==> src/hdl/dams_pkg.sv <==
// constants, register map and carrier types of the pll mode sequencer
// assumes a 20 MHz apb clock and analog/digital loop status from the core
// What this block does
// - after init every enabled analog loop except a cascaded downstream one locks to crystal, free-runs until digital control
// - enabled digital loop starts acquisition on the valid reference of its own channel
// - phase digitizer error becomes correction word; filter output steers numerator
// - independent channels lock and unlock without disturbing each other
// - cascaded: all locked means outputs follow main loop's reference
// - cascaded loop holds lock tracking upstream offset while within limits
// - resonator held at center frequency while downstream analog loops acquire
// - after downstream lock, resonator locks to crystal and free-runs
// - acquisition starts only after reference valid longer than minimum time
// - first correction unfiltered cancels phase error; later ones filtered
// - resonator free-run offset passes downstream even when downstream reports lock
// - either conventional analog loop may serve as cascade upstream
// - disabled downstream digital loop: oscillator tracks resonator domain
// - analog-only mode: digital loops inactive, no influence on analog loops
// - analog-only: analog loops lock one by one in start priority order
// - denominator select clear picks 24-bit programmable, set picks fixed 40-bit
// - analog-only: oscillator frequency adjust through register writes
// - uncascaded analog loop locks to crystal in priority order, runs independent
// - digital-controlled loop uses fixed 40-bit denominator, numerator steered
package dams_pkg;
  localparam int NLOOP = 3;
  localparam int MAIN = 2;
  localparam int AW = 8;
  // ****************************************************************
  // register offsets
  // ****************************************************************
  localparam logic [AW-1:0] OFS_MODE = 8'h00;
  localparam logic [AW-1:0] OFS_ENABLE = 8'h04;
  localparam logic [AW-1:0] OFS_PRIO = 8'h08;
  localparam logic [AW-1:0] OFS_STATUS = 8'h0C;
  localparam logic [AW-1:0] OFS_DCO0 = 8'h10;
  localparam logic [AW-1:0] OFS_DCO1 = 8'h14;
  localparam logic [AW-1:0] OFS_DCO2 = 8'h18;
  localparam logic [AW-1:0] OFS_VALID_TIME = 8'h20;
  // ****************************************************************
  // fields
  // ****************************************************************
  localparam int MODE_LSB = 0;
  localparam int DENSEL_LSB = 4;
  localparam int UPSEL_LSB = 8;
  localparam int DLEN_LSB = 0;
  localparam int ALEN_LSB = 4;
  localparam int CASC_LSB = 8;
  localparam int DLOCK_LSB = 0;
  localparam int ALOCK_LSB = 4;
  localparam int FREERUN_LSB = 8;
  localparam int HOLDC_LSB = 12;
  localparam logic [31:0] VALID_TIME_RST = 32'h0000_4E20;
  localparam int NUM_W = 24;
  localparam int CORR_W = 24;
  localparam int FILT_SH = 4;
  typedef enum logic [1:0]
  {
    MODE_INDEP = 2'b00,
    MODE_DCASC = 2'b01,
    MODE_ACASC = 2'b10,
    MODE_AONLY = 2'b11
  } dams_mode_t;
  typedef enum logic [2:0]
  {
    ST_INIT = 3'b000,
    ST_CENTER = 3'b001,
    ST_ALOCK = 3'b010,
    ST_FREERUN = 3'b011,
    ST_RUN = 3'b100
  } dams_state_t;
  typedef struct packed
  {
    logic valid;
    logic signed [CORR_W-1:0] phase_err;
  } dams_phase_t;
endpackage : dams_pkg

==> src/hdl/dams_top.sv <==
// mode and lock sequencer for three digital loops paired with analog loops
// assumes status inputs from the analog core arrive asynchronously
`timescale 1ns/10ps
module dams_top
(
  // apb
  input wire logic pclk,
  input wire logic presetn,
  input wire logic psel,
  input wire logic penable,
  input wire logic pwrite,
  input wire logic [7:0] paddr,
  input wire logic [31:0] pwdata,
  output logic [31:0] prdata,
  output logic pready,
  output logic pslverr,
  // loop status from the analog core
  input wire logic [2:0] reference_input_valid,
  input wire logic [2:0] analog_lock_in,
  input wire dams_pkg::dams_phase_t [2:0] phase_time_digitizer,
  // loop control to the analog core
  output logic [2:0] analog_loop_enable,
  output logic [2:0] crystal_osc_select,
  output logic center_hold,
  output logic [2:0] denominator_select,
  output logic [2:0] digital_active,
  output logic [2:0] numerator_load,
  output logic [71:0] numerator
);
  // ****************************************************************
  // registers
  // ****************************************************************
  logic [31:0] mode_r;
  logic [31:0] enable_r;
  logic [31:0] prio_r;
  logic [31:0] valid_time_r;
  logic [23:0] dco_r [3];
  logic [2:0] sync1_r, sync2_r, sync3_r;
  logic [2:0] lsync1_r, lsync2_r, lsync3_r;
  logic [2:0] ref_ok_r;
  logic [2:0] alock_r;
  logic [2:0] dlock_r;
  logic [2:0] first_r;
  logic [2:0] acq_r;
  logic [2:0] started_r;
  logic [31:0] vcnt_r [3];
  logic signed [23:0] acc_r [3];
  logic [1:0] prio_idx_r;
  dams_pkg::dams_state_t state_r;
  dams_pkg::dams_mode_t mode;
  logic [2:0] casc, dl_en, al_en;
  logic [1:0] upsel;
  logic wr_en, rd_en;
  assign mode = dams_pkg::dams_mode_t'(mode_r[1:0]);
  assign casc = enable_r[dams_pkg::CASC_LSB +: 3];
  assign dl_en = enable_r[dams_pkg::DLEN_LSB +: 3]
    & {3{mode != dams_pkg::MODE_AONLY}};
  assign al_en = enable_r[dams_pkg::ALEN_LSB +: 3];
  assign upsel = mode_r[dams_pkg::UPSEL_LSB +: 2];
  assign wr_en = psel & penable & pwrite;
  assign rd_en = psel & ~pwrite;

  // ****************************************************************
  // apb slave: zero wait, unmapped reads zero and flag error
  // ****************************************************************
  always_ff @(posedge pclk or negedge presetn)
  begin
    if (!presetn)
    begin
      mode_r <= 32'h0000_0000;
      enable_r <= 32'h0000_0000;
      prio_r <= 32'h0000_0000;
      valid_time_r <= dams_pkg::VALID_TIME_RST;
      dco_r[0] <= 24'h000000;
      dco_r[1] <= 24'h000000;
      dco_r[2] <= 24'h000000;
    end
    else if (wr_en)
    begin
      unique case (paddr)
        dams_pkg::OFS_MODE: mode_r <= pwdata;
        dams_pkg::OFS_ENABLE: enable_r <= pwdata;
        dams_pkg::OFS_PRIO: prio_r <= pwdata;
        dams_pkg::OFS_VALID_TIME: valid_time_r <= pwdata;
        dams_pkg::OFS_DCO0: dco_r[0] <= pwdata[23:0];
        dams_pkg::OFS_DCO1: dco_r[1] <= pwdata[23:0];
        dams_pkg::OFS_DCO2: dco_r[2] <= pwdata[23:0];
        default: ;
      endcase
    end
  end

  logic [31:0] rdata_nxt;
  logic err_nxt;
  always_comb
  begin
    rdata_nxt = 32'h0000_0000;
    err_nxt = 1'b0;
    unique case (paddr)
      dams_pkg::OFS_MODE: rdata_nxt = mode_r;
      dams_pkg::OFS_ENABLE: rdata_nxt = enable_r;
      dams_pkg::OFS_PRIO: rdata_nxt = prio_r;
      dams_pkg::OFS_VALID_TIME: rdata_nxt = valid_time_r;
      dams_pkg::OFS_STATUS:
        rdata_nxt = {17'h00000, state_r, 1'b0, alock_r & ~ref_ok_r,
          1'b0, alock_r, 1'b0, dlock_r};
      dams_pkg::OFS_DCO0: rdata_nxt = {8'h00, dco_r[0]};
      dams_pkg::OFS_DCO1: rdata_nxt = {8'h00, dco_r[1]};
      dams_pkg::OFS_DCO2: rdata_nxt = {8'h00, dco_r[2]};
      default: err_nxt = 1'b1;
    endcase
  end

  always_ff @(posedge pclk or negedge presetn)
  begin
    if (!presetn)
    begin
      prdata <= 32'h0000_0000;
      pslverr <= 1'b0;
      pready <= 1'b0;
    end
    else
    begin
      pready <= psel & ~penable;
      pslverr <= psel & ~penable & err_nxt;
      // refused writes clear read data too, so an error never shows stale data
      if (psel && !penable && (rd_en || err_nxt))
        prdata <= rdata_nxt;
    end
  end

  // ****************************************************************
  // input synchronisers, change counted when stages 2 and 3 agree
  // ****************************************************************
  always_ff @(posedge pclk or negedge presetn)
  begin
    if (!presetn)
    begin
      sync1_r <= 3'h0;
      sync2_r <= 3'h0;
      sync3_r <= 3'h0;
      lsync1_r <= 3'h0;
      lsync2_r <= 3'h0;
      lsync3_r <= 3'h0;
      ref_ok_r <= 3'h0;
      alock_r <= 3'h0;
    end
    else
    begin
      sync1_r <= reference_input_valid;
      sync2_r <= sync1_r;
      sync3_r <= sync2_r;
      lsync1_r <= analog_lock_in;
      lsync2_r <= lsync1_r;
      lsync3_r <= lsync2_r;
      ref_ok_r <= (sync2_r & sync3_r) | (ref_ok_r & (sync2_r | sync3_r));
      alock_r <= (lsync2_r & lsync3_r) | (alock_r & (lsync2_r | lsync3_r));
    end
  end

  // ****************************************************************
  // start-up sequencer for the analog loops
  // ****************************************************************
  logic [1:0] cur_loop;
  assign cur_loop = prio_r[2*prio_idx_r +: 2];
  always_ff @(posedge pclk or negedge presetn)
  begin
    if (!presetn)
    begin
      state_r <= dams_pkg::ST_INIT;
      prio_idx_r <= 2'd0;
      started_r <= 3'h0;
    end
    else
    begin
      unique case (state_r)
        dams_pkg::ST_INIT:
        begin
          started_r <= 3'h0;
          prio_idx_r <= 2'd0;
          if (|al_en)
            state_r <= (mode == dams_pkg::MODE_ACASC) ?
              dams_pkg::ST_CENTER : dams_pkg::ST_ALOCK;
        end
        dams_pkg::ST_CENTER:
          state_r <= dams_pkg::ST_ALOCK;
        dams_pkg::ST_ALOCK:
        begin
          // one loop at a time in start priority order
          if (prio_idx_r == 2'd3)
            state_r <= dams_pkg::ST_FREERUN;
          else if (cur_loop > 2'd2 || !al_en[cur_loop])
            prio_idx_r <= prio_idx_r + 2'd1;
          else
          begin
            started_r[cur_loop] <= 1'b1;
            if (alock_r[cur_loop])
              prio_idx_r <= prio_idx_r + 2'd1;
          end
        end
        dams_pkg::ST_FREERUN:
          state_r <= dams_pkg::ST_RUN;
        dams_pkg::ST_RUN:
          if (al_en == 3'h0)
            state_r <= dams_pkg::ST_INIT;
      endcase
    end
  end

  // ****************************************************************
  // per-loop digital acquisition and correction path
  // ****************************************************************
  genvar g;
  generate
    for (g = 0; g < 3; g++)
    begin : g_loop
      logic up_locked;
      // cascaded loops keep lock on their own status only; upstream
      // free-run offset is passed through unfiltered by design
      assign up_locked = (mode == dams_pkg::MODE_INDEP) ? 1'b1 :
        (g == dams_pkg::MAIN) ? 1'b1 : alock_r[dams_pkg::MAIN];
      always_ff @(posedge pclk or negedge presetn)
      begin
        if (!presetn)
        begin
          vcnt_r[g] <= 32'h0000_0000;
          acq_r[g] <= 1'b0;
          first_r[g] <= 1'b1;
          acc_r[g] <= 24'sh000000;
          dlock_r[g] <= 1'b0;
        end
        else if (!dl_en[g] || state_r != dams_pkg::ST_RUN)
        begin
          vcnt_r[g] <= 32'h0000_0000;
          acq_r[g] <= 1'b0;
          first_r[g] <= 1'b1;
          acc_r[g] <= 24'sh000000;
          dlock_r[g] <= 1'b0;
        end
        else
        begin
          // independent per channel: only cross-channel term is up_locked, loop MAIN's analog lock when cascaded
          if (!ref_ok_r[g])
            vcnt_r[g] <= 32'h0000_0000;
          else if (vcnt_r[g] <= valid_time_r)
            vcnt_r[g] <= vcnt_r[g] + 32'h0000_0001;
          if (vcnt_r[g] > valid_time_r && up_locked)
            acq_r[g] <= 1'b1;
          else if (!ref_ok_r[g])
            acq_r[g] <= 1'b0;
          if (acq_r[g] && phase_time_digitizer[g].valid)
          begin
            first_r[g] <= 1'b0;
            if (first_r[g])
              acc_r[g] <= acc_r[g] - phase_time_digitizer[g].phase_err;
            else
              acc_r[g] <= acc_r[g] - (phase_time_digitizer[g].phase_err
                >>> dams_pkg::FILT_SH);
          end
          dlock_r[g] <= acq_r[g] & alock_r[g] & ~first_r[g];
        end
      end

      always_ff @(posedge pclk or negedge presetn)
      begin
        if (!presetn)
        begin
          numerator[24*g +: 24] <= 24'h000000;
          numerator_load[g] <= 1'b0;
          denominator_select[g] <= 1'b0;
          digital_active[g] <= 1'b0;
          analog_loop_enable[g] <= 1'b0;
          crystal_osc_select[g] <= 1'b1;
        end
        else
        begin
          analog_loop_enable[g] <= al_en[g] & started_r[g];
          // cascaded downstream follows the selected upstream, else crystal
          crystal_osc_select[g] <= ~(casc[g] && mode != dams_pkg::MODE_INDEP
            && g != upsel);
          digital_active[g] <= dl_en[g] & acq_r[g];
          denominator_select[g] <= (dl_en[g] & acq_r[g]) ? 1'b1 :
            mode_r[dams_pkg::DENSEL_LSB + g];
          numerator_load[g] <= acq_r[g] | ~dl_en[g];
          numerator[24*g +: 24] <= (dl_en[g] & acq_r[g]) ?
            dco_r[g] + acc_r[g] : dco_r[g];
        end
      end
    end
  endgenerate

  always_ff @(posedge pclk or negedge presetn)
  begin
    if (!presetn)
      center_hold <= 1'b0;
    else
      center_hold <= (mode == dams_pkg::MODE_ACASC) &&
        (state_r == dams_pkg::ST_CENTER || state_r == dams_pkg::ST_ALOCK);
  end
endmodule : dams_top

==> config.mk <==
export PLATFORM = sky130hd
export DESIGN_NAME = dams_top
export DESIGN_NICKNAME = d
export VERILOG_FILES = /design/src/hdl/dams_pkg.sv /design/src/hdl/dams_top.sv
export SDC_FILE = /design/constraint.sdc
export NUM_CORES = 1
export LEC_CHECK = 0
export BUFFER_PORTS_ARGS = -buffer_cell sky130_fd_sc_hd__buf_4
export CAP_MARGIN = 20
export CORE_MARGIN = 10
export CORE_UTILIZATION = 55
export CTS_CLUSTER_DIAMETER = 60
export DETAILED_ROUTE_END_ITERATION = 12
export PLACE_DENSITY = 0.74
export SETUP_SLACK_MARGIN = 0.3
export SLEW_MARGIN = 40
export SYNTH_ARGS = -nofsm -noshare
export SYNTH_HDL_FRONTEND = slang
export SYNTH_SLANG_ARGS = --single-unit
==> constraint.sdc <==
create_clock -name pclk -period 4.7 [get_ports pclk]
set_input_delay 0.235 -clock pclk [delete_from_list [all_inputs] [get_ports pclk]]
set_output_delay 0.235 -clock pclk [all_outputs]
set_load 0.005 [all_outputs]
Word-level counts from Yosys, hierarchy flattened
Index checks and enable logic that the tools add are counted.

Output and inout bits: 122. Word-level logic and storage cells: 261. Bits of input ports: 126. Bits in registers: 531.

Add/subtract/negate cells: 13. Bitwise operators: 43. Reductions and logical operators: 48. Mux-type cells: 63. Order comparisons: 9. Shift operators: 1. Equality and inequality tests: 29.

Operator list (number): $mux 24 (12); $mux 32 (9); $pmux 32 s8 (1); $add 32x1->32 const B (3); $gt 32x32->1 (3); $le 32x32->1 (3); $add 24x24->24 (3); $sub 24x20->24 (3); $sub 24x24->24 (3); $shiftx 32x4->2 (1); $mux 1 (26); $eq 8x5->1 const B (3); $and 3x3->3 (6); $ne 3x1->1 const B (6); $and 1x1->1 (17); $eq 8x4->1 const B (2); $logic_and 1x1->1 (15); $mux 3 (5); $or 3x3->3 (5); $pmux 3 s5 (1); $reduce_and 2->1 (7); $ne 2x2->1 const B (6); $reduce_bool 2->1 (6); $not 1->1 (11); other kinds (28) (49).

Depth between registers and ports, before layout
Depth in word-level cells: 9. Depth in mapped cells: 14. Mapped depth without buffers: 13.

Least setup slack after synthesis
Ideal clock, no wire load.

Kind: flip-flop to flip-flop. Start point: register first_r[0]. End point: register acc_r[71] (netlist bit). Buffers on the path: 2. Stages on the path, launching flop included: 13. Required time: 4.575 ns. Path slack: 0.816 ns. Period minus slack after synthesis: 3.884 ns. Library setup time: 0.125 ns. Arrival: 3.760 ns. Path through: dfstp_2 clkbuf_1 clkbuf_1 mux2i_1 ha_1 a2111o_1 o22ai_1 o21ai_0 a31o_2 a31oi_1 o21ai_0 mux2i_1 mux2_2.

Cells in the longest elaborated chain, start to end: 3.

Ends and longest elaborated chain: from (decl) (line dams_top.sv:43) `logic [2:0] first_r;`; from (signal, indexed assignment) (line dams_top.sv:228) `first_r[g] <= 1'b1;`; from (signal, indexed assignment) (line dams_top.sv:236) `first_r[g] <= 1'b1;`; from (signal, indexed assignment) (line dams_top.sv:253) `first_r[g] <= 1'b0;`; $mux 24 (line dams_top.sv:254) `if (first_r[g])`; $mux 24 (line dams_top.sv:251) `if (acq_r[g] && phase_time_digitizer[g].valid)`; $mux 24 (line dams_top.sv:232) `else if (!dl_en[g] || state_r != dams_pkg::ST_RUN)`; to (signal, indexed assignment) (line dams_top.sv:255) `acc_r[g] <= acc_r[g] - phase_time_digitizer[g].phase_err;`; to (signal, indexed assignment) (line dams_top.sv:257) `acc_r[g] <= acc_r[g] - (phase_time_digitizer[g].phase_err`; to (decl) (line dams_top.sv:47) `logic signed [23:0] acc_r [3];`.

Every way passes these cells. The select of a mux whose other input is x is not followed. A chain may end at the register's enable or synchronous reset.

Final worst setup path
Start point: register first_r[0]. End point: register acc_r[70] (netlist bit).

The elaborated chain is that of the path after synthesis.

==> results.yml <==
synthesis:
  syn_area_sq_mm: 0.03142
  synthAdderAreaFrac_pct: 10.05
  muxShareOfSynthArea_pct: 9.746
  synth_seq_area_share_pct: 42.34
  ys_top_cells_by_area: "dfrtp_1 (41%), ha_1 (9.5%), mux2_2 (7.6%)"
  synth_compound_area_share_pct: 17.58
  avgSynthCellArea_sq_um: 10.00
  syn-num-nets: 3511
  yosysWarnings: 0
  synth_top_family_by_area: "compound AO/OA/AOI/OAI gates"
  async_flop_share_pct: 100.0
  synth_simple_gate_area_share_pct: 13.68
  synthXorXnorAreaFrac_pct: 3.736
  syn_inst: 3141
  synth_ff_type: "dfrtp_1"
  synth-edff-count: 0
  synth-seq-cells: 531
  yosys.area.top_type: "dfrtp_1"
  synth_cell_type_count: 78
  synth_top_area_share_pct: 41.42
power_and_ir_drop:
  internal_power_mw: 8.097
  power.density_mw_per_mm2: 291.0
  pwr-share-comb_pct: 7.4
  net-switching-power_mw: 2.624
  power_frac_clock_pct: 48.4
  pwr-share-seq_pct: 44.2
  ir_drop_uv: 315.4
  p_leak_nw: 17.96
  sw_frac_of_total_pct: 24.47
  total_power_mw: 10.72
floorplanning:
  placeableCoreArea_sq_mm: 0.05650
  dieArea_sq_mm: 0.06708
  ioPinCount: 248
  fp.dieH_um: 259
  die_w_um: 259
  start_util_pct: 55.61
  num_rows: 87
final_layout:
  utilization_pct: 65.22
  final_common_cell: "dfrtp_1"
  most-common-layout-cells: "dfrtp_1 (520), buf_4 (292), nand2_1 (290), a21oi_1 (244), ha_1 (238)"
  fin_nets: 3781
  drive_above_1_share_pct: 19.22
  syn_to_final_growth_pct: 17.28
  n_fill_cell: 4460
setup_path:
  critPathLaunchType: "flop"
  slowest_stage: "dfstp_2"
  timing.rr.end: "acc_r[70]"
  cp.depth: 12
  path_buf_inv: 1
  required_ps: 5270
  critical_path.max_stage_delay_ps: 830
  r2r_start: "first_r[0]"
  cp-startpoint: "first_r[0]"
  cp_top_family: "compound AO/OA/AOI/OAI gates"
  worstPathMaxFanout: 19
  crit_path_end_kind: "flop"
  cp.arrival_ps: 4540
  cp_cell_sequence: "buf_4, mux2i_1, ha_1, a21o_1, a21o_1, a221o_1, a21oi_1, o21ai_0, a221oi_1, o21ai_0, a31o_2, nand3_1"
  ff2ff_setup_slack_ps: 730
  crit_type: "flop to flop"
  worstSetupEndpoint: "acc_r[70]"
  r2r_cells: 12
run:
  max_cap_violations: 0
timing:
  hold_viol: 0
  finalSetupViolations: 0
  min_period_ps: 3971
  max_slew_margin_pct: 46.64
  setup_slack_ps: 728.5
  slew_viol_final: 0
  finClkSkew_ps: 28.20
  worstMarginPinSlew_ps: 800.4
  fmax_ghz: 0.2518
  period_share_pct: 84.50
  finalSetupTns_ps: 0
  rsz0062_at_grt: "false"
routing:
  wl_um: 97750
  viasPerCell: 6.354
  drtAntennaViolNets: 0
  dr.pass1.iters: 6
  drt_iter0_drc: 2430
  drc: 0
  via_count: 26810
  detail_route.wl_per_cell_um: 23.17
global_routing:
  first_global_vias: 26740
  grt_pass1_wl_um: 151600
  antenna_found_initial: 2
  grt_overflow: 0
  grt_max_degree: 157
  grt_usage_pct: 28.55
clock_tree:
  htreeDepth: 2
  path_clk_slew_ps: 60
  post_cts_resized: 0
  insertion_delay_ps: 650
  tritoncts: "done"
  cts_buffers: 59
  cts_sinks: 531
  clockBufferDepth: 3
  cts-root-buf: "clkbuf_16"
hold_path:
  whs_path_depth: 4
  min_from: "phase_time_digitizer[54]"
  hold_class: "input pin to flop"
place:
  io_buffers: 247
  dp_slack_ps: 773.2
  place_congestion: 0.9606
  dp_hpwl_um: 72200
run_status:
  run_status: "complete, no violations"
## power by group through the flow
stage,sequential [mW],combinational (mW),clock [mW]
2_1_floorplan,4.77,0.403,0
3_3_place_gp,4.82,0.723,0
3_5_place_dp,4.82,0.747,0
4_1_cts,4.74,0.783,5.24
5_1_grt,4.75,0.872,5.42
6_report,4.74,0.791,5.19
## kinds of logic after synthesis
family	count (synthesis)
buffers and inverters	230
flip-flops	531
multiplexers	277
XOR/XNOR	134
AO/OA/AOI/OAI	860
AND/OR/NAND/NOR	859
adder cells (fa/ha/maj)	250
## how the worst min path moves through the flow
stage,endpoint,slack [ps]
after floorplan,acc_r[0],-60
after global placement,prdata[27],210
after detailed placement,prdata[25],210
after CTS,acc_r[0],6
after global routing,acc_r[0],40
final,acc_r[0],40
## worst register-to-register path: cells and delay by family (launching register included)
family	cells	cell delay [ps]
adder cells (fa/ha/maj)	1	300
AO/OA/AOI/OAI	8	2220
multiplexers	1	210
AND/OR/NAND/NOR	1	70
buffers and inverters	1	270
flip-flops	1	830
## registers in the layout, summed over array words and instances, names as in the netlist, 32 cells and up
signal	count
acc_r	72
mode_r	32
dco_r	72
prdata	32
enable_r	32
valid_time_r	32
vcnt_r	96
prio_r	32
numerator	72
## synth_stat cells, drive strengths merged, types with 23 or more instances
master	number
a21oi	244
xor2	60
a22oi	46
nand2	291
a211oi	38
o21ai	191
ha	238
dfrtp	520
mux2i	64
o211ai	32
nor3	33
or4	42
a21o	100
xnor2	74
mux2	211
nand2b	23
inv	98
clkbuf	110
nand3	85
a22o	41
nor2	146
and3	26
o31ai	31
and2	23
nand4	77
or3	44
## final cells by class
class / instances / area [sq um] / area share (%)
timing repair buffer: 341 / 2753 / 7.471
sequential: 531 / 13300 / 36.10
antenna: 3 / 7.507 / 0.02037
multi-input combinational: 2380 / 17280 / 46.90
tap: 756 / 945.9 / 2.567
clock inverter: 32 / 540.5 / 1.467
clock buffer: 78 / 1648 / 4.472
inverter: 98 / 367.9 / 0.9984
## layer usage
metal | GRT usage [%] | routed length (um) | part of all wire, % | vias up
met4 | 13.69 | 4726 | 4.8 | 0
met1 | 36.59 | 40340 | 41 | 13290
met3 | 4.500 | 6607 | 6.8 | 249
met5 | 0 | 0 | 0 | -
met2 | 46.68 | 46080 | 47 | 1061
li1 | - | - | - | 12210
## stage by stage
stage / hold WS [ps] / cells / cell area, sq um
detailed placement: 212.3 / 4061 / 34150
CTS: 5.763 / 4214 / 36770
global route: 36.13 / 4219 / 36850
floorplan: -60.59 / 3141 / 31420
global placement: 209.0 / 4061 / 34150
finish: 39.49 / 4219 / 36850
## what timing repair did
item	CTS	global route
buffers inserted	0	0
hold endpoints to repair	267	0
endpoints found under the setup margin	0	0
hold buffers	43	0
(Power assumes the default switching activity.)
